$ cat config.mk
export PLATFORM = sky130hd
export DESIGN_NAME = nbd_core
export DESIGN_NICKNAME = d
export VERILOG_FILES = /design/src/rtl/nbd_pkg.sv /design/src/rtl/nbd_core.sv
export SDC_FILE = /design/constraint.sdc
export NUM_CORES = 1
export LEC_CHECK = 0
export BUFFER_PORTS_ARGS = -buffer_cell sky130_fd_sc_hd__buf_4
export CORE_MARGIN = 3
export CORE_UTILIZATION = 55
export CTS_CLUSTER_SIZE = 28
export DETAILED_ROUTE_END_ITERATION = 8
export GPL_ROUTABILITY_DRIVEN = 0
export PLACE_DENSITY = 0.78
export SYNTH_ARGS = -nofsm -noshare
export SYNTH_HDL_FRONTEND = slang
export SYNTH_SLANG_ARGS = --single-unit
$ cat constraint.sdc
create_clock -name clk_sys_i -period 3.3 [get_ports clk_sys_i]
set_input_delay 0.33 -clock clk_sys_i [delete_from_list [all_inputs] [get_ports clk_sys_i]]
set_output_delay 0.33 -clock clk_sys_i [all_outputs]
set_load 0.005 [all_outputs]
$ cat src/rtl/nbd_pkg.sv
// package: opcodes, constants and state types of the alu/branch decoder
package nbd_pkg;

  localparam int NBD_PC_W = 11;
  localparam int NBD_STACK_D = 4;
  localparam int NBD_SP_W = 2;

  // opcodes; the last two open two-byte forms
  localparam logic [7:0] NBD_OP_ADD_CARRY_SKIP = 8'h30;
  localparam logic [7:0] NBD_OP_ADD_MEM = 8'h31;
  localparam logic [7:0] NBD_OP_ADD_DECIMAL_TEN = 8'h4A;
  localparam logic [7:0] NBD_OP_COMPL_ADD_CARRY_SKIP = 8'h10;
  localparam logic [7:0] NBD_OP_CLEAR_ACCUMULATOR = 8'h00;
  localparam logic [7:0] NBD_OP_COMPLEMENT = 8'h40;
  localparam logic [7:0] NBD_OP_NO_OPERATION = 8'h44;
  localparam logic [7:0] NBD_OP_CLEAR_CARRY_FLAG = 8'h32;
  localparam logic [7:0] NBD_OP_SET_CARRY_FLAG = 8'h22;
  localparam logic [7:0] NBD_OP_XOR_MEM = 8'h02;
  localparam logic [7:0] NBD_OP_JUMP_INDIRECT = 8'hFF;
  localparam logic [7:0] NBD_OP_RETURN_PLAIN = 8'h48;
  localparam logic [7:0] NBD_OP_RETURN_THEN_SKIP = 8'h49;
  localparam logic [7:0] NBD_OP_PREFIX = 8'h33;
  localparam logic [7:0] NBD_OP_DIRECT_MEM = 8'h23;

  // high-nibble groups
  localparam logic [3:0] NBD_HI_ADD_IMM_SKIP = 4'h5;
  localparam logic [3:0] NBD_HI_LONG = 4'h6;

  // second bytes after the prefix
  localparam logic [7:0] NBD_OP2_OR_MEM = 8'h1A;
  localparam logic [7:0] NBD_OP2_COPY_ACC_MEM_TO_LATCH = 8'h3C;

  localparam logic [3:0] NBD_DECIMAL_TEN = 4'hA;
  localparam logic [3:0] NBD_PAGE_PAIR_2_3 = 4'h1;
  localparam logic [4:0] NBD_SUB_PAGE = 5'h02;
  localparam logic [NBD_PC_W-1:0] NBD_PC_RESET = 11'h000;

  typedef enum logic [2:0] {
    NBD_PH_FETCH,
    NBD_PH_SECOND,
    NBD_PH_SKIP2,
    NBD_PH_INDIRECT,
    NBD_PH_LATCH_FIX
  } nbd_phase_t;

  // instruction handed to the memory, register and i/o groups elsewhere
  typedef struct packed {
    logic two_byte;
    logic [7:0] first;
    logic [7:0] second;
  } nbd_ext_op_t;

  typedef struct packed {
    nbd_phase_t phase;
    logic [NBD_PC_W-1:0] pc;
    logic [3:0] acc;
    logic carry;
    logic skip;
    logic [NBD_SP_W-1:0] sp;
    logic [NBD_STACK_D-1:0][NBD_PC_W-1:0] stack;
    logic [7:0] op1;
    logic [3:0] jid_mem;
    logic [7:0] latch;
    logic [7:0] latch_hold;
    logic ext_valid;
    nbd_ext_op_t ext;
  } nbd_state_t;

endpackage

$ cat src/rtl/nbd_core.sv
// alu and transfer-of-control decode/execute for the 4-bit controller
// Contract
// - opcode 30: acc+carry+mem into acc, carry-out to carry, skip on carry
// - opcode 31: acc+mem into acc, carry untouched, no skip
// - opcode 4A: add ten to acc, keep four bits, no skip
// - opcodes 5y: acc+y, skip on carry only if y nonzero, carry kept
// - opcode 10: ~acc+mem+carry into acc, carry-out to carry, skip on carry
// - opcode 00 clears the accumulator, no skip
// - opcode 40 inverts the accumulator, no skip
// - opcode 44 changes nothing except advancing the program counter
// - bytes 33 then 1A OR the memory nibble into acc, no skip
// - opcode 32 clears carry, 22 sets carry, acc untouched, no skip
// - opcode 02 XORs memory nibble into accumulator, no skip
// - opcode FF loads pc low byte from rom at pc-high, acc, mem
// - long jump 6x loads the whole program counter, no skip
// - subroutine-page call pushes pc+1, bumps sp, pc = 00010 and operand
// - long call pushes pc+1 at sp, bumps sp, loads full target
// - opcode 48 decrements sp and reloads pc from that stack entry
// - opcode 49 returns like 48 then always skips the next instruction
// - latch copy may briefly hold 3C before the intended value
`timescale 1ns/1ns
`default_nettype none

module nbd_core
  import nbd_pkg::*;
(
  input wire logic clk_sys_i,
  input wire logic rst_i,
  input wire logic [7:0] rom_data_i,
  input wire logic [3:0] ram_nibble_i,
  output logic [NBD_PC_W-1:0] rom_addr_o,
  output logic [NBD_PC_W-1:0] pc_o,
  output logic [3:0] acc_o,
  output logic carry_o,
  output logic skip_o,
  output logic [NBD_SP_W-1:0] sp_o,
  output logic [7:0] latch_o,
  output logic ext_valid_o,
  output nbd_ext_op_t ext_op_o
);

  nbd_state_t state_reg;
  nbd_state_t state_next;

  // four-bit adder with carry-out in bit 4
  function automatic logic [4:0] add4(
    input logic [3:0] a,
    input logic [3:0] b,
    input logic cin
  );
    add4 = {1'b0, a} + {1'b0, b} + {4'h0, cin};
  endfunction

  // bytes that are followed by an operand or selector byte
  function automatic logic two_byte(input logic [7:0] op);
    two_byte = (op == NBD_OP_PREFIX) || (op == NBD_OP_DIRECT_MEM) ||
               (op[7:4] == NBD_HI_LONG);
  endfunction

  // stack pointer after a push; four entries, so it wraps silently
  function automatic logic [NBD_SP_W-1:0] sp_after_push(
    input logic [NBD_SP_W-1:0] sp
  );
    sp_after_push = sp + 2'h1;
  endfunction

  logic [NBD_PC_W-1:0] pc_inc;
  logic [NBD_SP_W-1:0] sp_dec;
  logic [4:0] sum;

  assign pc_inc = state_reg.pc + 11'h001;
  assign sp_dec = state_reg.sp - 2'h1;

  // next-state logic; one rom byte is consumed per clock, except in the latch-fix cycle, which reads none
  always_comb
  begin
    state_next = state_reg;
    state_next.ext_valid = 1'b0;
    sum = 5'h00;
    case (state_reg.phase)
      NBD_PH_FETCH:
      begin
        state_next.pc = pc_inc;
        if (state_reg.skip)
        begin
          // fetched, not executed; a two-byte one also drops its tail
          state_next.skip = 1'b0;
          if (two_byte(rom_data_i))
          begin
            state_next.phase = NBD_PH_SKIP2;
          end
        end
        else if (rom_data_i == NBD_OP_ADD_CARRY_SKIP)
        begin
          // carry in from the flag, carry out both stored and tested
          sum = add4(state_reg.acc, ram_nibble_i, state_reg.carry);
          state_next.acc = sum[3:0];
          state_next.carry = sum[4];
          state_next.skip = sum[4];
        end
        else if (rom_data_i == NBD_OP_ADD_MEM)
        begin
          // plain add; the carry out is dropped on purpose
          sum = add4(state_reg.acc, ram_nibble_i, 1'b0);
          state_next.acc = sum[3:0];
        end
        else if (rom_data_i == NBD_OP_ADD_DECIMAL_TEN)
        begin
          // decimal adjust helper: the carry out is thrown away
          sum = add4(state_reg.acc, NBD_DECIMAL_TEN, 1'b0);
          state_next.acc = sum[3:0];
        end
        else if (rom_data_i[7:4] == NBD_HI_ADD_IMM_SKIP)
        begin
          // the carry flag is deliberately left alone here
          sum = add4(state_reg.acc, rom_data_i[3:0], 1'b0);
          state_next.acc = sum[3:0];
          state_next.skip = sum[4] && (rom_data_i[3:0] != 4'h0);
        end
        else if (rom_data_i == NBD_OP_COMPL_ADD_CARRY_SKIP)
        begin
          // inverted acc turns this into a subtract with borrow
          sum = add4(~state_reg.acc, ram_nibble_i, state_reg.carry);
          state_next.acc = sum[3:0];
          state_next.carry = sum[4];
          state_next.skip = sum[4];
        end
        else if (rom_data_i == NBD_OP_CLEAR_ACCUMULATOR)
        begin
          state_next.acc = 4'h0;
        end
        else if (rom_data_i == NBD_OP_COMPLEMENT)
        begin
          state_next.acc = ~state_reg.acc;
        end
        else if (rom_data_i == NBD_OP_NO_OPERATION)
        begin
          // only the counter moves
          state_next.pc = pc_inc;
        end
        else if (rom_data_i == NBD_OP_CLEAR_CARRY_FLAG)
        begin
          state_next.carry = 1'b0;
        end
        else if (rom_data_i == NBD_OP_SET_CARRY_FLAG)
        begin
          state_next.carry = 1'b1;
        end
        else if (rom_data_i == NBD_OP_XOR_MEM)
        begin
          state_next.acc = state_reg.acc ^ ram_nibble_i;
        end
        else if (rom_data_i == NBD_OP_JUMP_INDIRECT)
        begin
          // pc held so the table lookup uses this instruction's page
          state_next.pc = state_reg.pc;
          state_next.jid_mem = ram_nibble_i;
          state_next.phase = NBD_PH_INDIRECT;
        end
        else if (rom_data_i == NBD_OP_RETURN_PLAIN)
        begin
          // pop: the pointer steps back before the entry is read
          state_next.sp = sp_dec;
          state_next.pc = state_reg.stack[sp_dec];
        end
        else if (rom_data_i == NBD_OP_RETURN_THEN_SKIP)
        begin
          // same pop, then the first instruction after the return is dropped
          state_next.sp = sp_dec;
          state_next.pc = state_reg.stack[sp_dec];
          state_next.skip = 1'b1;
        end
        else if (two_byte(rom_data_i))
        begin
          // prefix and long forms wait for their second byte
          state_next.op1 = rom_data_i;
          state_next.phase = NBD_PH_SECOND;
        end
        else if (rom_data_i[7])
        begin
          // single-byte jumps and page calls; the page is this byte's own
          if (state_reg.pc[10:7] == NBD_PAGE_PAIR_2_3)
          begin
            state_next.pc = {state_reg.pc[10:7], rom_data_i[6:0]};
          end
          else if (rom_data_i[6])
          begin
            state_next.pc = {state_reg.pc[10:6], rom_data_i[5:0]};
          end
          else
          begin
            // a fifth nested call overwrites the oldest entry
            state_next.stack[state_reg.sp] = pc_inc;
            state_next.sp = sp_after_push(state_reg.sp);
            state_next.pc = {NBD_SUB_PAGE, rom_data_i[5:0]};
          end
        end
        else
        begin
          // memory, register and i/o groups are executed elsewhere
          state_next.ext_valid = 1'b1;
          state_next.ext = '{two_byte: 1'b0, first: rom_data_i, second: 8'h00};
        end
      end

      NBD_PH_SECOND:
      begin
        state_next.pc = pc_inc;
        state_next.phase = NBD_PH_FETCH;
        // second byte: selector after the prefix, or operand of a long form
        if (state_reg.op1 == NBD_OP_PREFIX && rom_data_i == NBD_OP2_OR_MEM)
        begin
          state_next.acc = state_reg.acc | ram_nibble_i;
        end
        else if (state_reg.op1 == NBD_OP_PREFIX &&
                 rom_data_i == NBD_OP2_COPY_ACC_MEM_TO_LATCH)
        begin
          // the selector byte lands in the latch for one cycle first;
          // kept on purpose so the lines behave as the real part does
          state_next.latch = rom_data_i;
          state_next.latch_hold = {state_reg.acc, ram_nibble_i};
          state_next.phase = NBD_PH_LATCH_FIX;
        end
        else if (state_reg.op1[7:4] == NBD_HI_LONG)
        begin
          // bit 3 of the first byte tells a call from a plain jump
          if (state_reg.op1[3])
          begin
            // pc already points past the first byte, so pc+1 is the return
            state_next.stack[state_reg.sp] = pc_inc;
            state_next.sp = sp_after_push(state_reg.sp);
          end
          state_next.pc = {state_reg.op1[2:0], rom_data_i};
        end
        else
        begin
          // other prefixed and direct-memory forms are executed elsewhere
          state_next.ext_valid = 1'b1;
          state_next.ext = '{two_byte: 1'b1, first: state_reg.op1, second: rom_data_i};
        end
      end

      NBD_PH_SKIP2:
      begin
        // tail byte of a skipped instruction: only the pc moves
        state_next.pc = pc_inc;
        state_next.phase = NBD_PH_FETCH;
      end

      NBD_PH_INDIRECT:
      begin
        // table byte replaces the low eight bits; the page bits stay
        state_next.pc = {state_reg.pc[10:8], rom_data_i};
        state_next.phase = NBD_PH_FETCH;
      end

      NBD_PH_LATCH_FIX:
      begin
        // rom byte ignored and pc held while the intended value lands
        state_next.latch = state_reg.latch_hold;
        state_next.phase = NBD_PH_FETCH;
      end

      default:
      begin
        // unused phase codes fall back to fetching
        state_next.phase = NBD_PH_FETCH;
      end
    endcase
  end

  // state register; the stack holds no defined value after reset
  // on the real part, but cleared flops cost little and aid debug
  always_ff @(posedge clk_sys_i or posedge rst_i)
  begin
    if (rst_i)
    begin
      state_reg <= '0;
      state_reg.pc <= NBD_PC_RESET;
      state_reg.phase <= NBD_PH_FETCH;
    end
    else
    begin
      state_reg <= state_next;
    end
  end

  // indirect lookup addresses rom by page bits, acc and memory nibble
  assign rom_addr_o = (state_reg.phase == NBD_PH_INDIRECT) ?
                      {state_reg.pc[10:8], state_reg.acc, state_reg.jid_mem} :
                      state_reg.pc;
  assign pc_o = state_reg.pc;
  assign acc_o = state_reg.acc;
  assign carry_o = state_reg.carry;
  assign skip_o = state_reg.skip;
  assign sp_o = state_reg.sp;
  assign latch_o = state_reg.latch;
  assign ext_valid_o = state_reg.ext_valid;
  assign ext_op_o = state_reg.ext;

endmodule

`default_nettype wire

==> results by group <==
Setup path
  • R2R depth: 5
  • Worst Path Required: 3.56 ns
  • R2R setup slack: 0.50 ns
  • Crit path from: state_reg[110]$_DFFE_PP0P_
  • Crit path max fanout: 18
  • Crit path kind: register to register
  • Worst EP arrival: 3.07 ns
  • Crit end category: register
  • R2R Path Start: state_reg[110]$_DFFE_PP0P_
  • R2r endpoint: state_reg[40]$_DFFE_PP0P_
  • CP startpoint kind: register

Logic synthesis
  • Post-synth top area share: 0.381
  • Count of cell types in the netlist: 76
  • Syn avg cell area: 9.48 um^2
  • Post-synth top flop: dfrtp_1
  • Yosys reg bits: 112
  • Post-synth ARST share: 1.00
  • EDFF count, synth: 0
  • Cell Area, Synth: 0.00736 mm^2
  • Most frequent cell after synthesis: dfrtp_1
  • Adder-cell share of the synthesized area: 0.0500
  • Mux share of post-synthesis cell area: 0.109
  • Synth area leaders: dfrtp_1 38%, mux2_2 6.9%, buf_4 4.6%
  • Seq/Total Area, Yosys: 0.381
  • Compound-gate portion of the synthesized area: 0.177
  • Post-Synth XOR/XNOR Area: 0.0214
  • Area leader, netlist: dfrtp_1
  • Net Count, Synth: 817
  • Synthesis Warnings: 0
  • Largest family of logic cells by synthesized area: compound AO/OA/AOI/OAI gates
  • Commonest cells post-synth: 112 x dfrtp_1, 66 x nand2_1, 56 x nor2_1
  • Syn Inst Count: 776
  • Simple-gate area share of the yosys netlist: 0.166

Timing
  • Final slew viol count: 0
  • RSZ-0062 raised after global routing: false
  • Setup_tns: 0 ns
  • Final hold violation count: 0
  • FMAX: 0.357 GHz
  • Final worst path period need: 2.80 ns
  • Clock Skew: 0.0133 ns
  • Worst Max-Slew Pin Slew: 0.854 ns
  • Final setup vio count: 0
  • Slew HR: 0.426
  • Final Cycle Share: 0.850

Finish
  • Post-layout util: 0.617
  • Max FFs per register: 67
  • Area grow syn2layout: 7.62%
  • Antenna diodes: 0
  • Share of cells above drive strength 1: 0.215
  • Nets: 818

Floorplanning
  • Ports: 70
  • Core Area: 0.0128 mm^2
  • Rows: 41
  • DIE AREA: 0.0148 mm^2
  • Die X: 122 um
  • Die H: 122 um
  • Starting density of the core: 0.574

Power and ir drop
  • Pwr/cell area: 691 mW/mm^2
  • VDD IR-drop max: 0.516 mV
  • Leakage: 3.61 nW

Route
  • Vias: 6,249
  • Pre-antenna DRT Iters: 7
  • DRT antenna net count: 0
  • DRC: 0
  • DRT Wirelength: 19,800 um
  • Routed len/inst: 20.8 um
  • First DRT Iteration DRCs: 901
  • Vias per Instance: 6.56

Clock network
  • Hold buffers post-CTS: 0
  • Clk slew on worst S/H paths: 0.08 ns
  • Clk sink count: 112
  • CTS buffer count: 9
  • Skew-Pair Late Insertion Delay: 0.37 ns
  • H-tree depth: 3
  • Post-CTS sizing: 0
  • Clock tree buffer depth: 2
  • CTS tree: done
  • CTS root buffer: clkbuf_16
  • Setup repair bufs after CTS: 0

Job
  • Max-cap violations: 0

GRT
  • Total congestion overflow: 0
  • First-pass GRT wire length: 32,400 um
  • Vias in the first global route: 6,172
  • Total GRT Usage: 0.276
  • Largest net degree at the start of global routing: 64
  • Initial antenna violation count: 0

Hold path
  • Hold/Removal Path Class: input port to async pin

Run status
  • Status: finished, final reports clean

Place
  • HPWL after DPL: 14,000 um
  • Port buffer count: 69
## power breakdown
part	switching [mW]	leakage (nW)	internal [mW]	total, mW
clock network	0.510	0.128	0.509	1.02
registers	0.381	1.37	1.74	2.12
logic	1.18	2.11	1.14	2.32
## stage by stage
step | power, mW | area (um^2) | hold slack, ns | worst slack, ns | cells
detailed placement | 4.43 | 7650 | 0.467 | 0.391 | 938
finish | 5.47 | 7920 | 0.123 | 0.496 | 953
global route | 5.80 | 7920 | 0.194 | 0.195 | 953
global placement | 4.30 | 7650 | 0.458 | 0.457 | 938
floorplan | 3.75 | 7360 | 0.445 | 0.0110 | 776
CTS | 5.47 | 7920 | 0.150 | 0.588 | 953
## cells by family (layout without fill, tap and decap cells)
kind of cell	Yosys count	in the layout
AO/OA/AOI/OAI	189	189
multiplexers	61	61
adder cells (fa/ha/maj)	27	27
buffers and inverters	130	135
XOR/XNOR	18	18
AND/OR/NAND/NOR	239	239
flip-flops	112	112
## area by class of cell
| type | count | area [um^2] |
|---|---|---|
| Clock buffer | 10 | 229 |
| Tap cell | 172 | 215 |
| Fill cell | 1101 | 4910 |
| Timing Repair Buffer | 84 | 643 |
| Inverter | 36 | 138 |
| Sequential cell | 112 | 2800 |
| Clock inverter | 5 | 35.0 |
| Multi-Input combinational cell | 534 | 3850 |
## how the worst max path moves through the flow
stage                                      to  slack (ns)  cells after the start
CTS                 state_reg[40]$_DFFE_PP0P_        0.59                      5
detailed placement  state_reg[63]$_DFFE_PP0P_        0.39                      7
global route        state_reg[40]$_DFFE_PP0P_        0.20                      5
floorplan                acc_o[0]$_DFFE_PP0P_        0.01                      1
global placement    state_reg[74]$_DFFE_PP0P_        0.46                      7
finish              state_reg[40]$_DFFE_PP0P_        0.50                      5
## layer usage
| layer | up-vias | share of wire | global-route usage |
|---|---|---|---|
| met5 | - | 0 | 0 |
| met4 | 0 | 0.038 | 0.125 |
| met3 | 77 | 0.083 | 0.0492 |
| met2 | 335 | 0.48 | 0.445 |
| met1 | 3058 | 0.40 | 0.366 |
| li1 | 2779 | - | - |
## cell usage in the layout, fill, tap and decap left out, types with 22 or more instances in the layout
cell | Yosys | layout
a21oi_1 | 27 | 27
ha_1 | 23 | 23
mux2_2 | 45 | 45
nor2_1 | 56 | 56
o21ai_0 | 49 | 49
buf_4 | 45 | 83
nand2_1 | 66 | 66
inv_1 | 35 | 34
nand3_1 | 22 | 22
dfrtp_1 | 112 | 112
## critical path: stages (launching register included)
cell and delay, ns:
dfrtp_1 0.59, nor3_1 0.39, nand2b_1 0.26, nor4_1 0.71
nand2_1 0.44, o31ai_1 0.31
No activity file was read; power rests on OpenSTA's default activity.
